**src/rtl/mie_pkg.sv**
```systemverilog
// package: instruction encoding, phases and timing constants of the core
`default_nettype none
package mie_pkg;
  // ----------------------------------------------------------------
  // widths and timing
  // ----------------------------------------------------------------
  localparam int CYCLE_CLKS = 4;           // system clocks per instruction cycle
  localparam int PC_W       = 11;
  localparam int INSTR_W    = 16;
  localparam int DATA_W     = 8;
  localparam int STACK_DEPTH_DEF = 8;
  // ----------------------------------------------------------------
  // instruction fields: [15:11] op, [10:8] field, [7:0] operand
  // ----------------------------------------------------------------
  localparam int OP_HI  = 15;
  localparam int OP_LO  = 11;
  localparam int FLD_HI = 10;
  localparam int FLD_LO = 8;
  localparam int FLD_DEST_MEM = 0;          // field bit: result to data memory
  localparam int FLD_IMM      = 1;          // field bit: operand is immediate
  // data memory address that aliases the program counter low byte
  localparam logic [7:0] PC_LOW_ADDR = 8'h06;
  // page of program memory holding constant tables
  localparam logic [2:0] TBL_PAGE = 3'h7;
  // ----------------------------------------------------------------
  // opcodes; OP_ADD..OP_ROTLC form the destination-selectable group
  // ----------------------------------------------------------------
  localparam logic [4:0] OP_NOP   = 5'h00;
  localparam logic [4:0] OP_MOVAM = 5'h01;  // transfer_op memory to acc
  localparam logic [4:0] OP_MOVMA = 5'h02;  // transfer_op acc to memory
  localparam logic [4:0] OP_MOVAI = 5'h03;  // transfer_op immediate to acc
  localparam logic [4:0] OP_ADD   = 5'h04;
  localparam logic [4:0] OP_ADC   = 5'h05;
  localparam logic [4:0] OP_SUB   = 5'h06;
  localparam logic [4:0] OP_SBC   = 5'h07;
  localparam logic [4:0] OP_AND   = 5'h08;
  localparam logic [4:0] OP_OR    = 5'h09;
  localparam logic [4:0] OP_XOR   = 5'h0A;
  localparam logic [4:0] OP_INV   = 5'h0B;  // bitwise_invert
  localparam logic [4:0] OP_INC   = 5'h0C;  // add_one_to_acc / memory
  localparam logic [4:0] OP_DECR  = 5'h0D;  // subtract_one_memory / to_acc
  localparam logic [4:0] OP_ROTR  = 5'h0E;  // rotate_right
  localparam logic [4:0] OP_ROTL  = 5'h0F;  // rotate_left
  localparam logic [4:0] OP_ROTRC = 5'h10;  // rotate_right_via_carry
  localparam logic [4:0] OP_ROTLC = 5'h11;  // rotate_left_via_carry
  localparam logic [4:0] OP_SETB  = 5'h12;
  localparam logic [4:0] OP_CLRB  = 5'h13;
  localparam logic [4:0] OP_CLRM  = 5'h14;
  localparam logic [4:0] OP_SZ    = 5'h15;  // skip if byte is zero
  localparam logic [4:0] OP_SNZ   = 5'h16;  // skip if byte is not zero
  localparam logic [4:0] OP_SBZ   = 5'h17;  // skip if bit is clear
  localparam logic [4:0] OP_SBNZ  = 5'h18;  // skip if bit is set
  localparam logic [4:0] OP_JUMP  = 5'h19;  // unconditional_jump
  localparam logic [4:0] OP_CALL  = 5'h1A;
  localparam logic [4:0] OP_SUBX  = 5'h1B;  // subroutine_exit
  localparam logic [4:0] OP_INTX  = 5'h1C;  // interrupt_exit
  localparam logic [4:0] OP_TABRD = 5'h1D;
  // ----------------------------------------------------------------
  // phases of one instruction cycle
  // ----------------------------------------------------------------
  typedef enum logic [1:0] {PH_FETCH, PH_READ, PH_EXEC, PH_WRITE} mie_phase_t;
endpackage
`default_nettype wire

```
**src/rtl/mie_core.sv**
```systemverilog
// instruction sequencing and execution timing of the 8-bit core
// Operation
// - every instruction cycle is four system clocks; timing counts these cycles
// - ordinary ops take one cycle; jump, call, returns, table read take two
// - writing the program counter low byte jumps there, one extra cycle
// - skip tests take one cycle, or two when the skip is taken
// - conditional skips test a byte or one bit, then run or skip next
// - call saves the next address, exit resumes there, jump saves nothing
// - add reports carry above 255, subtract reports borrow below 0
// - increment and decrement change by one, result to memory or accumulator
// - logic ops and invert set the zero flag on a zero result
// - rotates move one bit; carry variants swap bit out with carry
// - bit set and clear change one bit, others kept by read-modify-write
// - three moves: memory to acc, acc to memory, immediate to acc
// - table read fetches constant data from program memory
`default_nettype none
module mie_core
  import mie_pkg::*;
#(
  parameter int STACK_DEPTH = STACK_DEPTH_DEF
)(
  // clock and reset
  input  wire logic               SYS_CLK,
  input  wire logic               RST_N,
  // program memory
  output logic [PC_W-1:0]         PROG_ADDR,
  input  wire logic [INSTR_W-1:0] PROG_DATA,
  // data memory
  output logic [7:0]              DATA_ADDR,
  input  wire logic [7:0]         DATA_RDATA,
  output logic [7:0]              DATA_WDATA,
  output logic                    DATA_WE,
  // core state
  output logic [7:0]              ACC,
  output logic                    FLAG_C,
  output logic                    FLAG_Z,
  output logic [7:0]              TBL_HIGH,
  output logic                    INSTR_DONE
);
  localparam int SP_W = $clog2(STACK_DEPTH);

  // ----------------------------------------------------------------
  // reset release
  // ----------------------------------------------------------------
  logic [1:0] rst_sync;
  logic       rst_n_s;

  // asynchronous assert, release after two clocks
  always_ff @(posedge SYS_CLK or negedge RST_N) begin
    if (!RST_N) rst_sync <= 2'b00;
    else        rst_sync <= {rst_sync[0], 1'b1};
  end
  assign rst_n_s = rst_sync[1];

  // ----------------------------------------------------------------
  // state
  // ----------------------------------------------------------------
  mie_phase_t         phase;
  logic [PC_W-1:0]    pc;
  logic [INSTR_W-1:0] ir;
  logic [7:0]         mdr;
  logic               bubble;      // second cycle of a two-cycle instruction
  logic               tbl_pend;    // bubble carries a table fetch
  logic [PC_W-1:0]    stk [STACK_DEPTH];
  logic [SP_W-1:0]    sp;

  // decode
  logic [4:0]      op;
  logic [2:0]      fld;
  logic [7:0]      opr;
  logic            dest_grp;
  logic            imm_form;
  logic            wr_mem;
  logic            wr_acc;
  logic            skip_cond;
  logic [7:0]      alu_b;
  logic [7:0]      alu_y;
  logic            alu_c;
  logic            alu_z;
  logic            alu_upd_c;
  logic            alu_upd_z;
  logic [PC_W-1:0] next_pc;
  logic            next_bubble;
  logic            next_tbl;
  logic            push;
  logic            pop;
  logic [PC_W-1:0] tbl_addr;

  assign op        = ir[OP_HI:OP_LO];
  assign fld       = ir[FLD_HI:FLD_LO];
  assign opr       = ir[7:0];
  assign dest_grp  = (op >= OP_ADD) && (op <= OP_ROTLC);
  assign imm_form  = (op == OP_MOVAI) || (fld[FLD_IMM] && (op >= OP_ADD) && (op <= OP_XOR));
  assign alu_b     = imm_form ? opr : mdr;
  assign tbl_addr  = {TBL_PAGE, ACC};
  assign DATA_ADDR = opr;

  // memory and accumulator destinations
  assign wr_mem = (op == OP_MOVMA) || (op == OP_SETB) || (op == OP_CLRB)
               || (op == OP_CLRM) || (dest_grp && fld[FLD_DEST_MEM] && !imm_form);
  assign wr_acc = (op == OP_MOVAM) || (op == OP_MOVAI)
               || (dest_grp && !(fld[FLD_DEST_MEM] && !imm_form));

  // byte and bit tests of the conditional skips
  always_comb begin
    case (op)
      OP_SZ:   skip_cond = (mdr == 8'h00);
      OP_SNZ:  skip_cond = (mdr != 8'h00);
      OP_SBZ:  skip_cond = !mdr[fld];
      OP_SBNZ: skip_cond = mdr[fld];
      default: skip_cond = 1'b0;
    endcase
  end

  mie_alu u_alu (
    .op      (op),
    .bit_sel (fld),
    .a       (ACC),
    .b       (alu_b),
    .c_in    (FLAG_C),
    .y       (alu_y),
    .c_out   (alu_c),
    .z_out   (alu_z),
    .upd_c   (alu_upd_c),
    .upd_z   (alu_upd_z)
  );

  // ----------------------------------------------------------------
  // next program counter and extra cycle
  // ----------------------------------------------------------------
  always_comb begin
    next_pc     = pc + 11'h001;
    next_bubble = 1'b0;
    next_tbl    = 1'b0;
    push        = 1'b0;
    pop         = 1'b0;
    if (bubble) begin
      next_pc = pc;                      // target already loaded
    end else begin
      case (op)
        OP_JUMP: begin
          next_pc     = {fld, opr};      // no return address kept
          next_bubble = 1'b1;
        end
        OP_CALL: begin
          next_pc     = {fld, opr};
          next_bubble = 1'b1;
          push        = 1'b1;
        end
        OP_SUBX, OP_INTX: begin
          next_pc     = stk[SP_W'(sp - 1'b1)];
          next_bubble = 1'b1;
          pop         = 1'b1;
        end
        OP_TABRD: begin
          next_bubble = 1'b1;
          next_tbl    = 1'b1;
        end
        OP_SZ, OP_SNZ, OP_SBZ, OP_SBNZ: begin
          if (skip_cond) begin
            next_pc     = pc + 11'h002;
            next_bubble = 1'b1;
          end
        end
        default: begin
          if (wr_mem && (opr == PC_LOW_ADDR)) begin
            next_pc     = {pc[PC_W-1:8], alu_y};
            next_bubble = 1'b1;
          end
        end
      endcase
    end
  end

  // ----------------------------------------------------------------
  // phase sequencing
  // ----------------------------------------------------------------
  // four clocks per instruction cycle, no stall
  always_ff @(posedge SYS_CLK or negedge rst_n_s) begin
    if (!rst_n_s) phase <= PH_FETCH;
    else begin
      case (phase)
        PH_FETCH: phase <= PH_READ;
        PH_READ:  phase <= PH_EXEC;
        PH_EXEC:  phase <= PH_WRITE;
        PH_WRITE: phase <= PH_FETCH;
        default:  phase <= PH_FETCH;
      endcase
    end
  end

  // program counter, extra-cycle marker and fetch address
  always_ff @(posedge SYS_CLK or negedge rst_n_s) begin
    if (!rst_n_s) begin
      pc        <= '0;
      bubble    <= 1'b0;
      tbl_pend  <= 1'b0;
      PROG_ADDR <= '0;
    end else if (phase == PH_WRITE) begin
      pc        <= next_pc;
      bubble    <= next_bubble;
      tbl_pend  <= next_tbl;
      PROG_ADDR <= next_pc;
    end else if (phase == PH_FETCH && bubble && tbl_pend) begin
      PROG_ADDR <= tbl_addr;             // table word read in the spare cycle
    end else if (phase == PH_READ && !(bubble && tbl_pend)) begin
      PROG_ADDR <= pc;                   // table address held so the low byte is read too
    end
  end

  // instruction and operand latches; ir holds through a spare cycle
  always_ff @(posedge SYS_CLK or negedge rst_n_s) begin
    if (!rst_n_s) begin
      ir       <= '0;
      mdr      <= 8'h00;
      TBL_HIGH <= 8'h00;
    end else begin
      if (phase == PH_FETCH && !bubble) ir <= PROG_DATA;
      if (phase == PH_READ) mdr <= DATA_RDATA;
      if (phase == PH_READ && bubble && tbl_pend) TBL_HIGH <= PROG_DATA[15:8];
    end
  end

  // data memory write strobe stands through the write phase
  always_ff @(posedge SYS_CLK or negedge rst_n_s) begin
    if (!rst_n_s) begin
      DATA_WE    <= 1'b0;
      DATA_WDATA <= 8'h00;
      INSTR_DONE <= 1'b0;
    end else if (phase == PH_EXEC) begin
      DATA_WE    <= bubble ? tbl_pend : wr_mem;
      DATA_WDATA <= (bubble && tbl_pend) ? PROG_DATA[7:0] : alu_y;
      INSTR_DONE <= !next_bubble;
    end else begin
      DATA_WE    <= 1'b0;
      INSTR_DONE <= 1'b0;
    end
  end

  // accumulator and flags change only at the end of a working cycle
  always_ff @(posedge SYS_CLK or negedge rst_n_s) begin
    if (!rst_n_s) begin
      ACC    <= 8'h00;
      FLAG_C <= 1'b0;
      FLAG_Z <= 1'b0;
    end else if (phase == PH_WRITE && !bubble) begin
      if (wr_acc)    ACC    <= alu_y;
      if (alu_upd_c) FLAG_C <= alu_c;
      if (alu_upd_z) FLAG_Z <= alu_z;
    end
  end

  // return stack; overflow wraps, as on small cores without a trap
  always_ff @(posedge SYS_CLK or negedge rst_n_s) begin
    if (!rst_n_s) sp <= '0;
    else if (phase == PH_WRITE && push) sp <= SP_W'(sp + 1'b1);
    else if (phase == PH_WRITE && pop)  sp <= SP_W'(sp - 1'b1);
  end

  // stack contents need no reset
  always_ff @(posedge SYS_CLK) begin
    if (phase == PH_WRITE && push) stk[sp] <= pc + 11'h001;
  end
endmodule
`default_nettype wire

```
**src/rtl/mie_alu.sv**
```systemverilog
// 8-bit arithmetic, logic, rotate and bit unit of the core
`default_nettype none
module mie_alu
  import mie_pkg::*;
(
  // operation
  input  wire logic [4:0] op,
  input  wire logic [2:0] bit_sel,
  // operands
  input  wire logic [7:0] a,
  input  wire logic [7:0] b,
  input  wire logic       c_in,
  // result
  output logic [7:0]      y,
  output logic            c_out,
  output logic            z_out,
  output logic            upd_c,
  output logic            upd_z
);
  logic [8:0] wide;
  logic [7:0] mask;

  // one-hot bit mask for the single-bit forms
  assign mask = 8'h01 << bit_sel;

  // result and flag selection; 9-bit sums keep the carry or borrow
  always_comb begin
    wide  = 9'h000;
    y     = 8'h00;
    c_out = c_in;
    upd_c = 1'b0;
    upd_z = 1'b0;
    case (op)
      OP_MOVAM, OP_MOVAI: y = b;
      OP_MOVMA:           y = a;
      OP_ADD, OP_ADC: begin
        wide  = {1'b0, a} + {1'b0, b} + {8'h00, (op == OP_ADC) & c_in};
        y     = wide[7:0];
        c_out = wide[8];
        upd_c = 1'b1;
        upd_z = 1'b1;
      end
      OP_SUB, OP_SBC: begin
        wide  = {1'b0, a} - {1'b0, b} - {8'h00, (op == OP_SBC) & c_in};
        y     = wide[7:0];
        c_out = wide[8];                     // borrow out
        upd_c = 1'b1;
        upd_z = 1'b1;
      end
      OP_AND: begin y = a & b; upd_z = 1'b1; end
      OP_OR:  begin y = a | b; upd_z = 1'b1; end
      OP_XOR: begin y = a ^ b; upd_z = 1'b1; end
      OP_INV: begin y = ~b;    upd_z = 1'b1; end
      OP_INC: begin y = b + 8'h01; upd_z = 1'b1; end
      OP_DECR: begin y = b - 8'h01; upd_z = 1'b1; end
      OP_ROTR: y = {b[0], b[7:1]};
      OP_ROTL: y = {b[6:0], b[7]};
      OP_ROTRC: begin y = {c_in, b[7:1]}; c_out = b[0]; upd_c = 1'b1; end
      OP_ROTLC: begin y = {b[6:0], c_in}; c_out = b[7]; upd_c = 1'b1; end
      OP_SETB: y = b | mask;
      OP_CLRB: y = b & ~mask;
      OP_CLRM: y = 8'h00;
      default: y = 8'h00;
    endcase
  end

  assign z_out = (y == 8'h00);
endmodule
`default_nettype wire

```
**config.mk**
```make
export PLATFORM = sky130hd
export DESIGN_NAME = mie_core
export DESIGN_NICKNAME = d
export VERILOG_FILES = /design/src/rtl/mie_pkg.sv /design/src/rtl/mie_core.sv /design/src/rtl/mie_alu.sv
export SDC_FILE = /design/constraint.sdc
export NUM_CORES = 1
export LEC_CHECK = 0
export BUFFER_PORTS_ARGS = -buffer_cell sky130_fd_sc_hd__clkbuf_2
export CORE_MARGIN = 4
export CORE_UTILIZATION = 35
export DETAILED_ROUTE_END_ITERATION = 8
export PLACE_DENSITY = 0.52
export SLEW_MARGIN = 5
export SYNTH_ARGS = -nofsm -noshare
export SYNTH_HDL_FRONTEND = slang
export SYNTH_HIERARCHICAL = 1
export SYNTH_SLANG_ARGS = --single-unit
export TNS_END_PERCENT = 10
```
**constraint.sdc**
```tcl
create_clock -name SYS_CLK -period 2.4 [get_ports SYS_CLK]
set_clock_uncertainty 0.1 [all_clocks]
set_input_delay 0.36 -clock SYS_CLK [delete_from_list [all_inputs] [get_ports SYS_CLK]]
set_output_delay 0.36 -clock SYS_CLK [all_outputs]
set_load 0.02 [all_outputs]
```
-- Yosys cells after proc, flatten, opt, wreduce, memory -nomap -nowiden
Memories as Yosys holds them, arrays and structs flattened.
Cells that the tools add are included.
Widths: inputs -> output; s select.
- multipliers: 0
- reduce and logical (&&, ||, !) cells: 50
- magnitude comparators: 4
- shift operators: 1
- equal/unequal tests: 33
- $add $sub $neg: 10
- divide/modulo/power cells: 0
- muxes and demuxes: 34
- bitwise operators: 9
- operator list (cell ; count):
    $pmux 8 s16 ; 1
    $eq 5x5->1 const B ; 14
    $mux 11 ; 6
    $pmux 11 s4 ; 1
    $eq 5x4->1 const B ; 8
    $eq 5x3->1 const B ; 4
    $logic_and 1x1->1 ; 18
    $mux 1 ; 17
    $and 8x8->8 ; 2
    $logic_not 8->1 ; 2
    $mux 8 ; 2
    $not 8->8 ; 2
    $or 8x8->8 ; 2
    $add 11x1->11 const B ; 1
    $add 11x2->11 const B ; 1
    $eq 5x2->1 const B ; 2
    $reduce_or 10->1 ; 1
    $reduce_or 2->1 ; 5
    $add 8x8->9 ; 1
    $add 9x1->9 ; 1
    $sub 8x8->9 ; 1
    $sub 9x1->9 ; 1
    $add 8x1->8 const B ; 1
    $eq 8x3->1 const B ; 1
    30 further kinds ; 46
- bits in registers: 83
- memory bits (read-only): 0
- memories kept: 1
- latch bits: 0
- output and inout port bits: 47
- logic and storage cells: 158
- bits in writable memories: 88
- input bits: 26
- memories (name ; words ; width ; read ports ; clocked after memory_dff ; wr ports ; line ; RTL):
    stk ; 8 ; 11 ; 1 ; 0 ; 1 ; mie_core.sv:64 ; logic [PC_W-1:0] stk [STACK_DEPTH];

-- Longest topological paths before layout
Gate-level depths: netlist (run 1).
- word-level depth: 13
- gate-level depth with buffers: 18
- gate-level depth less buffers: 18

-- Modules after synthesis
Netlist (run 1), hierarchy kept.
- by module, submodules not included (module ; cells an instance ; seq. area each (um^2) ; times used ; area each (um^2)):
    mie_core ; 623 ; 4719.5 ; 1 ; 8216.6
    mie_alu ; 330 ; 0.0 ; 1 ; 2378.5

-- Least setup slack after synthesis (run 1)
OpenSTA, ideal clock, no wires.
- kind: reg-to-reg
- from: register ir[12]
- to: register FLAG_Z
- setup time: 0.065 ns
- data arrival time: 4.673 ns
- clock period less this slack: 4.838 ns
- stages on the path, launching flop included: 17
- setup slack: -2.438 ns
- required time: 2.235 ns
- buffers on the path: 0
- path through: dfrtp_1 and2_1 o21ai_0 nand2_1 a21oi_1 mux2_2 inv_1 fa_1 ha_1 xnor2_1 o32ai_1 a311oi_1 o311ai_0 or4_4 or4_1 nor4_2 mux2_2
- cells in the longest elaborated chain, start to end: 9
- elaborated cells between the ends (all ways): 47
- those cells by class: add/sub (6); order compare (2); eq/ne (19); mux (3); bitwise (8); reduce/logical (9)
- RTL lines (item ; line ; RTL):
    start, declared ; mie_core.sv:60 ; logic [INSTR_W-1:0] ir;
    start signal, assigned ; mie_core.sv:214 ; ir <= '0;
    start signal, assigned ; mie_core.sv:218 ; if (phase == PH_FETCH && !bubble) ir <= PROG_DATA;
    $ge 5x3->1 ; mie_core.sv:93 ; assign imm_form = (op == OP_MOVAI) || (fld[FLD_IMM] && (op >= OP_ADD) && (op <= OP_XOR));
    $logic_and 1x1->1 (2 in series) ; mie_core.sv:93 ;
    $logic_or 1x1->1 * ; mie_core.sv:93 ;
    $mux 8 * ; mie_core.sv:94 ; assign alu_b = imm_form ? opr : mdr;
    via alu_b[0] ; mie_core.sv:76 ; logic [7:0] alu_b;
    $sub 8x8->9 / $add 8x8->9 (equally long branches) ; mie_alu.sv:44, mie_alu.sv:37 ;
    $sub 9x1->9 / $add 9x1->9 (equally long branches) ; mie_alu.sv:44, mie_alu.sv:37 ;
    $pmux 8 s16 * ; mie_alu.sv:33 ; case (op)
    via alu_y[0] ; mie_core.sv:77 ; logic [7:0] alu_y;
    $logic_not 8->1 * ; mie_alu.sv:67 ; assign z_out = (y == 8'h00);
    via alu_z ; mie_core.sv:79 ; logic alu_z;
    end signal, assigned ; mie_core.sv:249 ; if (alu_upd_z) FLAG_Z <= alu_z;
    end, declared ; mie_core.sv:36 ; output logic FLAG_Z,
Mark *: on every way through the listed nets, which the timed path passes. The rest lies on a longest branch.
A chain may end at the register's enable or synchronous reset.

-- Worst setup path in the final report (run 1)
- from: register ir[13]
- to: register FLAG_Z
Same word-level chain as after synthesis.

==> results of run 1 <==
## metal layers
metal / share of wire, % / GRT usage [%]
met5: 0 / 0
met4: 2.8 / 6.875
met3: 4.7 / 3.225
met2: 46 / 35.28
met1: 46 / 31.59
## final cells by class
class / count / area, sq um / share of cell area, %
well taps: 390 / 488.0 / 3.324
inverters: 47 / 178.9 / 1.219
clock buffers: 17 / 425.4 / 2.898
clock inverters: 15 / 211.5 / 1.440
flip-flops and latches: 171 / 4728 / 32.21
repair buffers: 369 / 2706 / 18.43
multi-input cells: 672 / 5943 / 40.48
## final timing paths
path | start | end | slack, ns
worst max-delay path | ir[13] | FLAG_Z | -1.79
max in group asynchronous | rst_sync[1] | ir[12] | 1.52
min in group asynchronous | RST_N | rst_sync[1] | 0.12
worst min-delay path | DATA_RDATA[4] | mdr[4] | 0.06
worst max register to register | ir[13] | FLAG_Z | -1.79
worst min register to register | rst_sync[1] | sp[1] | 0.26
## synth_stat cells, drive strengths merged, types with 4 or more instances
| master | count |
|---|---|
| nand2 | 48 |
| nand4 | 7 |
| o21ai | 40 |
| ha | 37 |
| dfrtp | 83 |
| a211oi | 13 |
| a22oi | 5 |
| o22ai | 7 |
| a31oi | 8 |
| or4 | 4 |
| and3 | 8 |
| nor2 | 58 |
| o21a | 5 |
| fa | 5 |
| a21o | 8 |
| nor3b | 10 |
| nor2b | 12 |
| buf | 33 |
| nand2b | 10 |
| nor4 | 8 |
| mux4 | 23 |
| a21oi | 56 |
| edfxtp | 88 |
| a221o | 4 |
| o32a | 4 |
| nor4bb | 4 |
| and2 | 7 |
| o211ai | 6 |
| mux2i | 37 |
| clkbuf | 30 |
| o2111ai | 6 |
| a2111oi | 6 |
| xnor2 | 25 |
| a311oi | 8 |
| nand3 | 25 |
| nand3b | 5 |
| o221a | 4 |
| o221ai | 6 |
| nor3 | 25 |
| or2 | 6 |
| inv | 47 |
| mux2 | 52 |
| xor2 | 10 |
## kinds of logic (layout without fill, tap and decap cells)
kind of cell	Yosys count	count (layout)	share of synthesized area, %
and+or+nand+nor	262	262	13.86
muxes	112	112	14.03
DFF	171	171	44.54
buffers and inverters	110	448	4.806
AOI/OAI and AO/OA	220	220	14.51
xor gates and xnor gates	35	35	2.893
adders and majority gates	42	42	5.314
other	1	1	0.03539
## power by group
part	switching, W	leakage [nW]	total, W	internal, W
registers	0.000445	1.79	0.00432	0.00387
clock network	0.00140	0.309	0.00293	0.00153
logic	0.00591	4.07	0.0112	0.00532
total	0.00776	6.16	0.0185	0.0107
## stage by stage
stage,hold slack [ns],area (sq um),utilization [%],power (W),TNS [ns]
after CTS,0.03605,14480,48.74,0.01807,-52.36
final,0.05527,14680,49.40,0.01848,-52.65
after global placement,0.04597,13340,44.90,0.01436,-72.22
after global routing,0.05048,14680,49.40,0.01949,-61.05
after detailed placement,0.04887,13340,44.90,0.01436,-70.09
after floorplan,-0.03559,10690,-,0.009738,-89.38
## state kept, by name (all words and copies together), names as in the netlist
signal,flops
DATA_WDATA,8
ACC,8
pc,11
TBL_HIGH,8
DATA_WE,1
sp,3
phase,2
tbl_pend,1
INSTR_DONE,1
bubble,1
FLAG_C,1
PROG_ADDR,11
ir,16
stk,88
mdr,8
FLAG_Z,1
rst_sync,2
## what timing repair did
action                                 4_1_cts  5_1_grt
setup endpoints to repair                  131       86
pin swaps                                   25       28
endpoints found under the hold margin        2        0
gates resized for setup                     82       32
hold buffers                                 1        0
buffers inserted                            14        6
==> qor.log, run 1 <==
INFO  worst_setup_path critical_path.max_stage_delay=0.45ns
INFO  timing         timing.final.ws_setup=-1.788ns
INFO  finish         num_antenna_cells=0
INFO  floorplan      core_area=29720squm
INFO  logic_synthesis ys_warn_count=6
INFO  finish         fraction_of_final_layout_cells_sized_beyond_drive_strength_1=45.55%
INFO  logic_synthesis synth_sequential_area_ratio=44.54%
INFO  finish         final-instance-count-excl-fill=1681
INFO  power          power_leakage=6.160nW
INFO  logic_synthesis synthDominantAreaCellType=edfxtp_1
INFO  logic_synthesis synth-seq-cells=171
INFO  timing         rsz0062_at_grt=true
INFO  global_routing grt_pass1_wl=56.72mm
INFO  clock_tree     cts.htree.levels=4
INFO  status         failed_checks=negative setup slack
INFO  placement      place.detailed.hpwl=28.17mm
INFO  worst_setup_path worstPathCellList=nand2b_4, o21ai_4, nand2_2, a21oi_4, mux2_4, inv_4, fa_2, ha_4, xnor2_2, o32ai_2, a311oi_1, o311ai_1, or4_4, or4_4, nor4_4, mux2_4
INFO  global_routing gr-usage-all-layers=22.24%
INFO  clock_tree     clk_root_buffer_cell=clkbuf_16
INFO  placement      dp.cells=1629
INFO  worst_setup_path cp_num_cells=16
INFO  global_routing grt_start_max_net_pins=82
INFO  logic_synthesis post_synth_inst_count=953
INFO  timing         worst_slew_margin_rel=55.86%
INFO  floorplan      placementRows=63
INFO  routing        drt_pass1_iterations=8
INFO  worst_setup_path path_buf_inv=1
INFO  logic_synthesis netlist_top_cells_area=edfxtp_1, dfrtp_1, mux2_2
INFO  logic_synthesis yosys.area.top_type_share=24.94%
INFO  min_path       holdCritPathClass=in -> reg
INFO  worst_setup_path setup_crit_start_kind=register
INFO  routing        wire_per_inst=21.97microns
INFO  floorplan      die_y=182.0microns
INFO  worst_setup_path worst_setup_path_end_kind=register
INFO  routing        post_drt_via_cell_ratio=5.484
INFO  global_routing antenna_found_initial=0
INFO  min_path       hold_path_depth=2
INFO  placement      io_buffers=72
INFO  global_routing grt_pass1_vias=9314
INFO  routing        overall_routed_net_length=36.94mm
INFO  global_routing grt_remaining_overflow=0
INFO  power          power.density=1259nW/um^2
INFO  floorplan      num_ports=73
INFO  logic_synthesis synthesized_area_divided_by_synthesized_cell_count=11.12squm
INFO  floorplan      floorplan.die.width=182.0microns
INFO  finish         layout.filler_cells=2700
INFO  placement      last_weighted_congestion_value_of_the_routability_driven_placer=0.9632
INFO  worst_setup_path slowest_cp_cell=fa_2
INFO  floorplan      starting_density_of_the_core=35.65%
INFO  finish         num-nets-final=1346
INFO  routing        vias=9218
INFO  worst_setup_path cp.arrival=4.47ns
INFO  timing         worst-slew-pin-transition=0.6622ns
INFO  finish         area_delta_synth_final=38.57%
INFO  worst_setup_path rr_worst_depth=16
INFO  clock_tree     clock_sink_count=171
INFO  routing        remaining_antenna_violation_count=0
INFO  logic_synthesis dominantRegCellSynth=edfxtp_1
INFO  clock_tree     cts_buffer_depth=2
INFO  routing        count_of_unresolved_drc_violations_after_routing=0
INFO  timing         setup_viol_count_final=43
INFO  status         run_status=complete, but fails checks
INFO  worst_setup_path cell_family_with_most_cp_delay=simple AND/OR/NAND/NOR gates
INFO  worst_setup_path criticalPathCategory=reg -> reg
INFO  finish         layout.cells.most_common_list=buf_4, edfxtp_1, dfrtp_1
INFO  clock_tree     clkSlewWorstSetupHoldPaths=0.08ns
INFO  clock_tree     tritoncts=done
INFO  clock_tree     clk-insertion-delay-late=0.44ns
INFO  timing         final_min_period_over_clock_period=174.5%
INFO  logic_synthesis synthesized_net_count=1021
INFO  logic_synthesis synth-edff-count=88
INFO  logic_synthesis synth_cell_type_count=90
INFO  finish         layout_commonest_cell=buf_4
INFO  placement      place_worst_setup_slack=-1.927ns
INFO  worst_setup_path timing.critical_path.required=2.68ns
INFO  power          vdd.ir_drop.worst=0.6426mV
INFO  run            cap_viol_max_count=0
INFO  timing         post-route-min-period=4.188ns
INFO  clock_tree     numCtsBuffers=17
INFO  floorplan      die-area=33120squm
INFO  logic_synthesis ys_async_sr_fraction=48.54%
INFO  timing         report.final.slew_viol_count=0
INFO  timing         finalHoldViolCount=0
INFO  logic_synthesis synthesis.area=10600squm
INFO  timing         achievable_freq=0.2388GHz
INFO  worst_setup_path critical_path.max_fanout=3
INFO  routing        drtIter0Drc=716
Note: power is estimated with default switching activity, not from simulation.
==> inputs of run 2 (changes only) <==
Settings changed: GPL_TIMING_DRIVEN set to 0.
==> qor.log, run 2 (synthesized netlist as in run 1, its figures left out) <==
INFO  status         run_status=complete, but fails checks
INFO  status         failed_checks=negative setup slack
INFO  finish         largest_register_ff_count=88 [unchanged]
INFO  routing        drtIter0Drc=674 [-5.9%]
INFO  finish         num-nets-final=1166 [-13%]
INFO  clock_tree     tritoncts=done
INFO  timing         post-route-min-period=4.453ns [+0.2650 ns]
INFO  clock_tree     numCtsBuffers=17 [unchanged]
INFO  global_routing grt_remaining_overflow=0 [unchanged]
INFO  timing         achievable_freq=0.2246GHz [-6.0%]
INFO  floorplan      starting_density_of_the_core=35.65% [unchanged]
INFO  min_path       holdCritPathClass=in -> reg
INFO  routing        remaining_antenna_violation_count=0 [unchanged]
INFO  worst_setup_path criticalPathCategory=reg -> reg
INFO  worst_setup_path worst_setup_path_end_kind=register
INFO  global_routing grt_pass1_wl=53.45mm [-5.8%]
INFO  global_routing antenna_found_initial=0 [unchanged]
INFO  worst_setup_path critical_path.max_stage_delay=0.47ns [+0.02 ns]
INFO  clock_tree     clk-insertion-delay-late=0.44ns [about the same]
INFO  worst_setup_path slowest_cp_cell=fa_2
INFO  timing         setup_viol_count_final=97 [+130%]
INFO  placement      io_buffers=72 [unchanged]
INFO  finish         area_delta_synth_final=25.04%
INFO  worst_setup_path timing.critical_path.required=2.68ns [about the same]
INFO  routing        post_drt_via_cell_ratio=5.792 [+5.6%]
INFO  routing        drt_pass1_iterations=7 [-1]
INFO  floorplan      num_ports=73 [unchanged]
INFO  timing         rsz0062_at_grt=true
INFO  floorplan      placementRows=63 [unchanged]
INFO  clock_tree     clkSlewWorstSetupHoldPaths=0.07ns [about the same]
INFO  finish         num_antenna_cells=0 [unchanged]
INFO  finish         layout.cells.most_common_list=edfxtp_1, dfrtp_1, clkbuf_2
INFO  global_routing gr-usage-all-layers=21.05% [-1.2 points]
INFO  worst_setup_path cp.arrival=4.73ns [+0.26 ns]
INFO  worst_setup_path setup_crit_start_kind=register
INFO  power          power.density=1257nW/um^2 [-0.18%]
INFO  clock_tree     clock_sink_count=171 [unchanged]
INFO  run            cap_viol_max_count=0 [unchanged]
INFO  worst_setup_path critical_path.max_fanout=4 [+1]
INFO  placement      last_weighted_congestion_value_of_the_routability_driven_placer=0.9519 [-1.2%]
INFO  timing         report.final.slew_viol_count=0 [unchanged]
INFO  timing         worst-slew-pin-transition=1.199ns [+0.5370 ns]
INFO  global_routing grt_pass1_vias=8632 [-7.3%]
INFO  finish         final-instance-count-excl-fill=1501 [-11%]
INFO  routing        vias=8694 [-5.7%]
INFO  finish         layout.filler_cells=2778 [+2.9%]
INFO  timing         worst_slew_margin_rel=19.57% [-36 points]
INFO  power          vdd.ir_drop.worst=0.5469mV [-15%]
INFO  routing        overall_routed_net_length=35.03mm [-5.2%]
INFO  clock_tree     cts.htree.levels=4 [unchanged]
INFO  finish         largest_registers=stk: 88 flops, ir: 16 flops
INFO  worst_setup_path worstPathCellList=nand2b_4, o21ai_4, nand2_2, a21oi_4, mux2_4, inv_4, fa_2, ha_4, xnor2_4, o32ai_2, a311oi_1, o311ai_1, or4_4, or4_4, nor4_4, mux2_4
INFO  clock_tree     cts_buffer_depth=2 [unchanged]
INFO  timing         final_min_period_over_clock_period=185.5% [+11 points]
INFO  finish         utilization=44.58% [-4.8 points]
INFO  timing         finalHoldViolCount=0 [unchanged]
INFO  floorplan      floorplan.die.width=182.0microns [unchanged]
INFO  floorplan      core_area=29720squm [unchanged]
INFO  floorplan      die-area=33120squm [unchanged]
INFO  routing        wire_per_inst=23.34microns [+6.2%]
INFO  power          fin_total_pwr=0.01665W [-9.9%]
INFO  worst_setup_path path_buf_inv=1 [unchanged]
INFO  clock_tree     clk_root_buffer_cell=clkbuf_16
INFO  power          power_leakage=5.228nW [-15%]
INFO  finish         fraction_of_final_layout_cells_sized_beyond_drive_strength_1=34.74% [-11 points]
INFO  worst_setup_path cell_family_with_most_cp_delay=simple AND/OR/NAND/NOR gates
INFO  placement      place.detailed.hpwl=25.33mm [-10%]
INFO  finish         layout_commonest_cell=edfxtp_1
INFO  global_routing grt_start_max_net_pins=49 [-40%]
INFO  finish         top_register=stk
INFO  timing         timing.final.ws_setup=-2.053ns [-0.2650 ns]
INFO  floorplan      die_y=182.0microns [unchanged]
INFO  routing        count_of_unresolved_drc_violations_after_routing=0 [unchanged]
INFO  placement      dp.cells=1422 [-13%]
run 2: final timing paths:
path / start / slack [ns] / cells after the start / end
max: ir[13] / -2.05 / 16 / FLAG_Z
min: DATA_RDATA[2] / 0.05 / 2 / mdr[2]
max reg2reg: ir[13] / -2.05 / 16 / FLAG_Z
min reg2reg: rst_sync[1] / 0.19 / 0 / sp[2]
max in group asynchronous: rst_sync[1] / 1.39 / 1 / ir[8]
min in group asynchronous: RST_N / 0.12 / 2 / rst_sync[1]
run 2: final cells by class:
type,count,area [sq um],share of cell area (%)
buffer,63,461.7,3.485
clock buffer,18,429.2,3.240
clock inverter,14,143.9,1.086
inverter,47,178.9,1.351
multi-input combinational,672,5968,45.05
sequential,171,4731,35.71
tap,390,488.0,3.683
timing repair buffer,126,847.1,6.394
run 2: stage by stage:
stage / TNS [ns] / instance area [sq um] / worst slack (ns) / hold slack, ns
5_1_grt: -82.39 / 13250 / -2.213 / 0.05241
3_3_place_gp: -385.90 / 11540 / -2.869 / 0.04726
3_5_place_dp: -220.84 / 11650 / -2.909 / 0.04882
6_report: -65.35 / 13250 / -2.053 / 0.05462
2_1_floorplan: -89.38 / 10690 / -1.847 / -0.03559
4_1_cts: -64.26 / 13100 / -2.073 / 0.03378
run 2: layer usage:
layer  global-route usage [%]  share of wire [%]  up-vias
li1                         -                  -     3911
met4                    6.605                2.7        0
met5                        0                  0        -
met3                    3.906                7.0       64
met1                    30.77                 45     4359
met2                    31.71                 45      360
run 2: report_power, final:
group	internal (W)	leakage (nW)	switching [W]	total, W
Clock	0.00139	0.283	0.00131	0.00270
Combinational	0.00398	3.16	0.00540	0.00938
Sequential	0.00388	1.78	0.000692	0.00457
run 2: worst reg2reg max path, cell delays in order, from the launching register on:
cell and delay [ns]:
dfrtp_2 0.43, nand2b_4 0.16, o21ai_4 0.16, nand2_2 0.10, a21oi_4 0.27, mux2_4 0.38
inv_4 0.08, fa_2 0.47, ha_4 0.31, xnor2_4 0.12, o32ai_2 0.10, a311oi_1 0.23
o311ai_1 0.18, or4_4 0.44, or4_4 0.44, nor4_4 0.28, mux2_4 0.18
run 2: what timing repair did:
| action | CTS | global route |
|---|---|---|
| pin swaps | 35 | 17 |
| hold buffers | 1 | 0 |
| setup endpoints to repair | 159 | 123 |
| setup buffers | 38 | 8 |
| endpoints found under the hold margin | 2 | 0 |
| resized for setup | 132 | 15 |
==> inputs of run 3 (changes only) <==
Settings changed: ABC_CLOCK_PERIOD_IN_PS set to 2400, CELL_PAD_IN_SITES_DETAIL_PLACEMENT set to 1, CELL_PAD_IN_SITES_GLOBAL_PLACEMENT set to 2, PLACE_DENSITY 0.52 to 0.72, TNS_END_PERCENT 10 to 30.
==> qor.log, run 3 (synthesized netlist as in run 1, its figures left out) <==
INFO  routing        drt_pass1_iterations=5 [-2]
INFO  finish         multi_input_comb_area=6259squm [+4.9%]
INFO  worst_setup_path worstPathCellList=nand2b_4, o21ai_4, nand2_2, a21oi_4, mux2_4, inv_4, fa_2, ha_4, xnor2_2, o32ai_2, a311oi_2, o311ai_2, or4_4, or4_4, nor4_4, mux2_4
INFO  timing         final_min_period_over_clock_period=190.3% [+4.8 points]
INFO  placement      last_weighted_congestion_value_of_the_routability_driven_placer=0.9124 [-4.1%]
INFO  routing        overall_routed_net_length=39.10mm [+12%]
INFO  global_routing gr-usage-all-layers=22.82% [+1.8 points]
INFO  worst_setup_path crit_path_end=FLAG_Z
INFO  floorplan      core_area=29720squm [unchanged]
INFO  floorplan      die-area=33120squm [unchanged]
INFO  global_routing antenna_found_initial=0 [unchanged]
INFO  worst_setup_path rr_startpoint=ir[13]
INFO  floorplan      die_y=182.0microns [unchanged]
INFO  finish         num_antenna_cells=0 [unchanged]
INFO  timing         rsz0062_at_grt=true
INFO  clock_tree     clkSlewWorstSetupHoldPaths=0.07ns [about the same]
INFO  routing        wire_per_inst=25.69microns [+10%]
INFO  finish         stdcell_area=13810squm [+4.2%]
INFO  worst_setup_path rr_worst_depth=16 [unchanged]
INFO  global_routing grt_start_max_net_pins=47 [-4.1%]
INFO  power          vdd.ir_drop.worst=0.5358mV [-2.0%]
INFO  timing         worst_slew_margin_rel=26.43% [+6.9 points]
INFO  routing        post_drt_via_cell_ratio=5.836 [+0.75%]
INFO  clock_tree     cts.htree.levels=4 [unchanged]
INFO  worst_setup_path cp.arrival=4.84ns [+0.11 ns]
INFO  worst_setup_path timing.critical_path.from=ir[13]
INFO  finish         fraction_of_final_layout_cells_sized_beyond_drive_strength_1=39.58% [+4.8 points]
INFO  floorplan      placementRows=63 [unchanged]
INFO  clock_tree     clock_sink_count=171 [unchanged]
INFO  run            cap_viol_max_count=0 [unchanged]
INFO  worst_setup_path worst_setup_path_end_kind=register
INFO  timing         report.final.slew_viol_count=0 [unchanged]
INFO  clock_tree     numCtsBuffers=17 [unchanged]
INFO  finish         layout_commonest_cell=edfxtp_1
INFO  timing         finalSetupTns=-65.63ns [-0.2869 ns]
INFO  placement      place.detailed.hpwl=27.48mm [+8.5%]
INFO  routing        remaining_antenna_violation_count=0 [unchanged]
INFO  placement      io_buffers=72 [unchanged]
INFO  floorplan      starting_density_of_the_core=35.65% [unchanged]
INFO  worst_setup_path slowest_cp_cell=fa_2
INFO  timing         achievable_freq=0.2189GHz [-2.5%]
INFO  finish         num-nets-final=1187 [+1.8%]
INFO  worst_setup_path critical_path.max_fanout=6 [+2]
INFO  timing         post-route-min-period=4.568ns [+0.1147 ns]
INFO  timing         timing.final.ws_setup=-2.168ns [-0.1147 ns]
INFO  worst_setup_path cp_num_cells=16 [unchanged]
INFO  status         run_status=complete, but fails checks
INFO  routing        drtIter0Drc=645 [-4.3%]
INFO  finish         largest_register_ff_count=88 [unchanged]
INFO  timing         finalHoldViolCount=0 [unchanged]
INFO  global_routing grt_pass1_wl=57.90mm [+8.3%]
INFO  status         failed_checks=negative setup slack
INFO  clock_tree     clk_root_buffer_cell=clkbuf_16
INFO  worst_setup_path cell_family_with_most_cp_delay=simple AND/OR/NAND/NOR gates
INFO  power          power_leakage=5.428nW [+3.8%]
INFO  global_routing grt_remaining_overflow=0 [unchanged]
INFO  clock_tree     tritoncts=done
INFO  worst_setup_path path_buf_inv=1 [unchanged]
INFO  global_routing grt_pass1_vias=9107 [+5.5%]
INFO  worst_setup_path timing.critical_path.required=2.68ns [about the same]
INFO  placement      post_place_instance_area=11770squm [+0.94%]
INFO  finish         seq_area=4733squm [about the same]
INFO  finish         layout.cells.most_common_list=edfxtp_1, clkbuf_2, dfrtp_1
INFO  worst_setup_path worstReg2RegEnd=FLAG_Z
INFO  floorplan      num_ports=73 [unchanged]
INFO  worst_setup_path ff2ff_setup_slack=-2.17ns [-0.11 ns]
INFO  finish         utilization=46.47% [+1.9 points]
INFO  finish         layout.filler_cells=3207 [+15%]
INFO  min_path       holdCritPathClass=in -> reg
INFO  routing        vias=8882 [+2.2%]
INFO  finish         largest_registers=stk: 88 flops, ir: 16 flops
INFO  finish         area_delta_synth_final=30.35%
INFO  worst_setup_path criticalPathCategory=reg -> reg
INFO  floorplan      floorplan.die.width=182.0microns [unchanged]
INFO  timing         worst-slew-pin-transition=1.096ns [-0.1029 ns]
INFO  clock_tree     clk-insertion-delay-late=0.44ns [about the same]
INFO  worst_setup_path critical_path.max_stage_delay=0.47ns [about the same]
INFO  routing        count_of_unresolved_drc_violations_after_routing=0 [unchanged]
INFO  worst_setup_path setup_crit_start_kind=register
INFO  power          fin_total_pwr=0.01798W [+8.0%]
INFO  timing         setup_viol_count_final=74 [-24%]
INFO  clock_tree     cts_buffer_depth=2 [unchanged]
INFO  finish         top_register=stk
INFO  power          power.density=1302nW/um^2 [+3.6%]
[run 3: changes by cell type in the layout (fill, tap and decap cells not counted), moves of 4 or more]
| cell | delta |
|---|---|
| inv_6 | -4 |
| buf_4 | +15 |
| a21oi_1 | -5 |
| a21oi_2 | +5 |
| buf_6 | +8 |
| nor3_1 | -4 |
| nor3_2 | +4 |
| a211oi_1 | -4 |
| ha_1 | -5 |
[run 3: metrics by stage]
| step | hold WS [ns] | worst slack [ns] | std cells |
|---|---|---|---|
| floorplan | -0.03559 | -1.847 | 953 |
| global placement | 0.04603 | -2.949 | 1415 |
| detailed placement | 0.04768 | -2.918 | 1418 |
| CTS | 0.04894 | -2.148 | 1478 |
| global route | 0.05466 | -2.323 | 1522 |
| finish | 0.06186 | -2.168 | 1522 |
[run 3: routing by layer]
layer	wire, microns	GRT usage, %	vias to the layer above	share of wire (%)
met5	0	0	-	0
met4	632	5.614	0	1.6
met3	1953	2.905	44	5.0
met2	18460	35.83	262	47
met1	18060	33.61	4641	46
li1	-	-	3935	-
[run 3: area by class of cell]
| class | count | area share [%] |
|---|---|---|
| Tap cell | 390 | 3.533 |
| Clock buffer | 18 | 3.107 |
| Multi-Input combinational cell | 673 | 45.32 |
| Sequential cell | 171 | 34.27 |
| Inverter | 47 | 1.341 |
| Buffer | 60 | 3.307 |
| Timing Repair Buffer | 149 | 7.683 |
| Clock inverter | 14 | 1.440 |
[run 3: power breakdown]
| part | switching [W] | internal [W] |
|---|---|---|
| registers | 0.000736 | 0.00388 |
| logic | 0.00580 | 0.00459 |
| clock network | 0.00136 | 0.00160 |
[run 3: repair_timing]
action | CTS | global route
pin swaps | 19 | 52
hold buffers | 1 | 0
gates resized for setup | 84 | 100
endpoints found under the setup margin | 159 | 134
setup buffers | 28 | 46
endpoints found under the hold margin | 2 | 0
cloned | 0 | 1
[run 3: how the worst min path moves through the flow]
stage                  startpoint          end  slack [ns]  cells after the start
finish              DATA_RDATA[5]       mdr[5]        0.06                      2
global route        DATA_RDATA[0]       mdr[0]        0.05                      2
CTS                 DATA_RDATA[5]       mdr[5]        0.05                      2
detailed placement          RST_N  rst_sync[0]        0.05                      1
global placement            RST_N  rst_sync[0]        0.05                      1
floorplan                   RST_N  rst_sync[0]       -0.04                      0
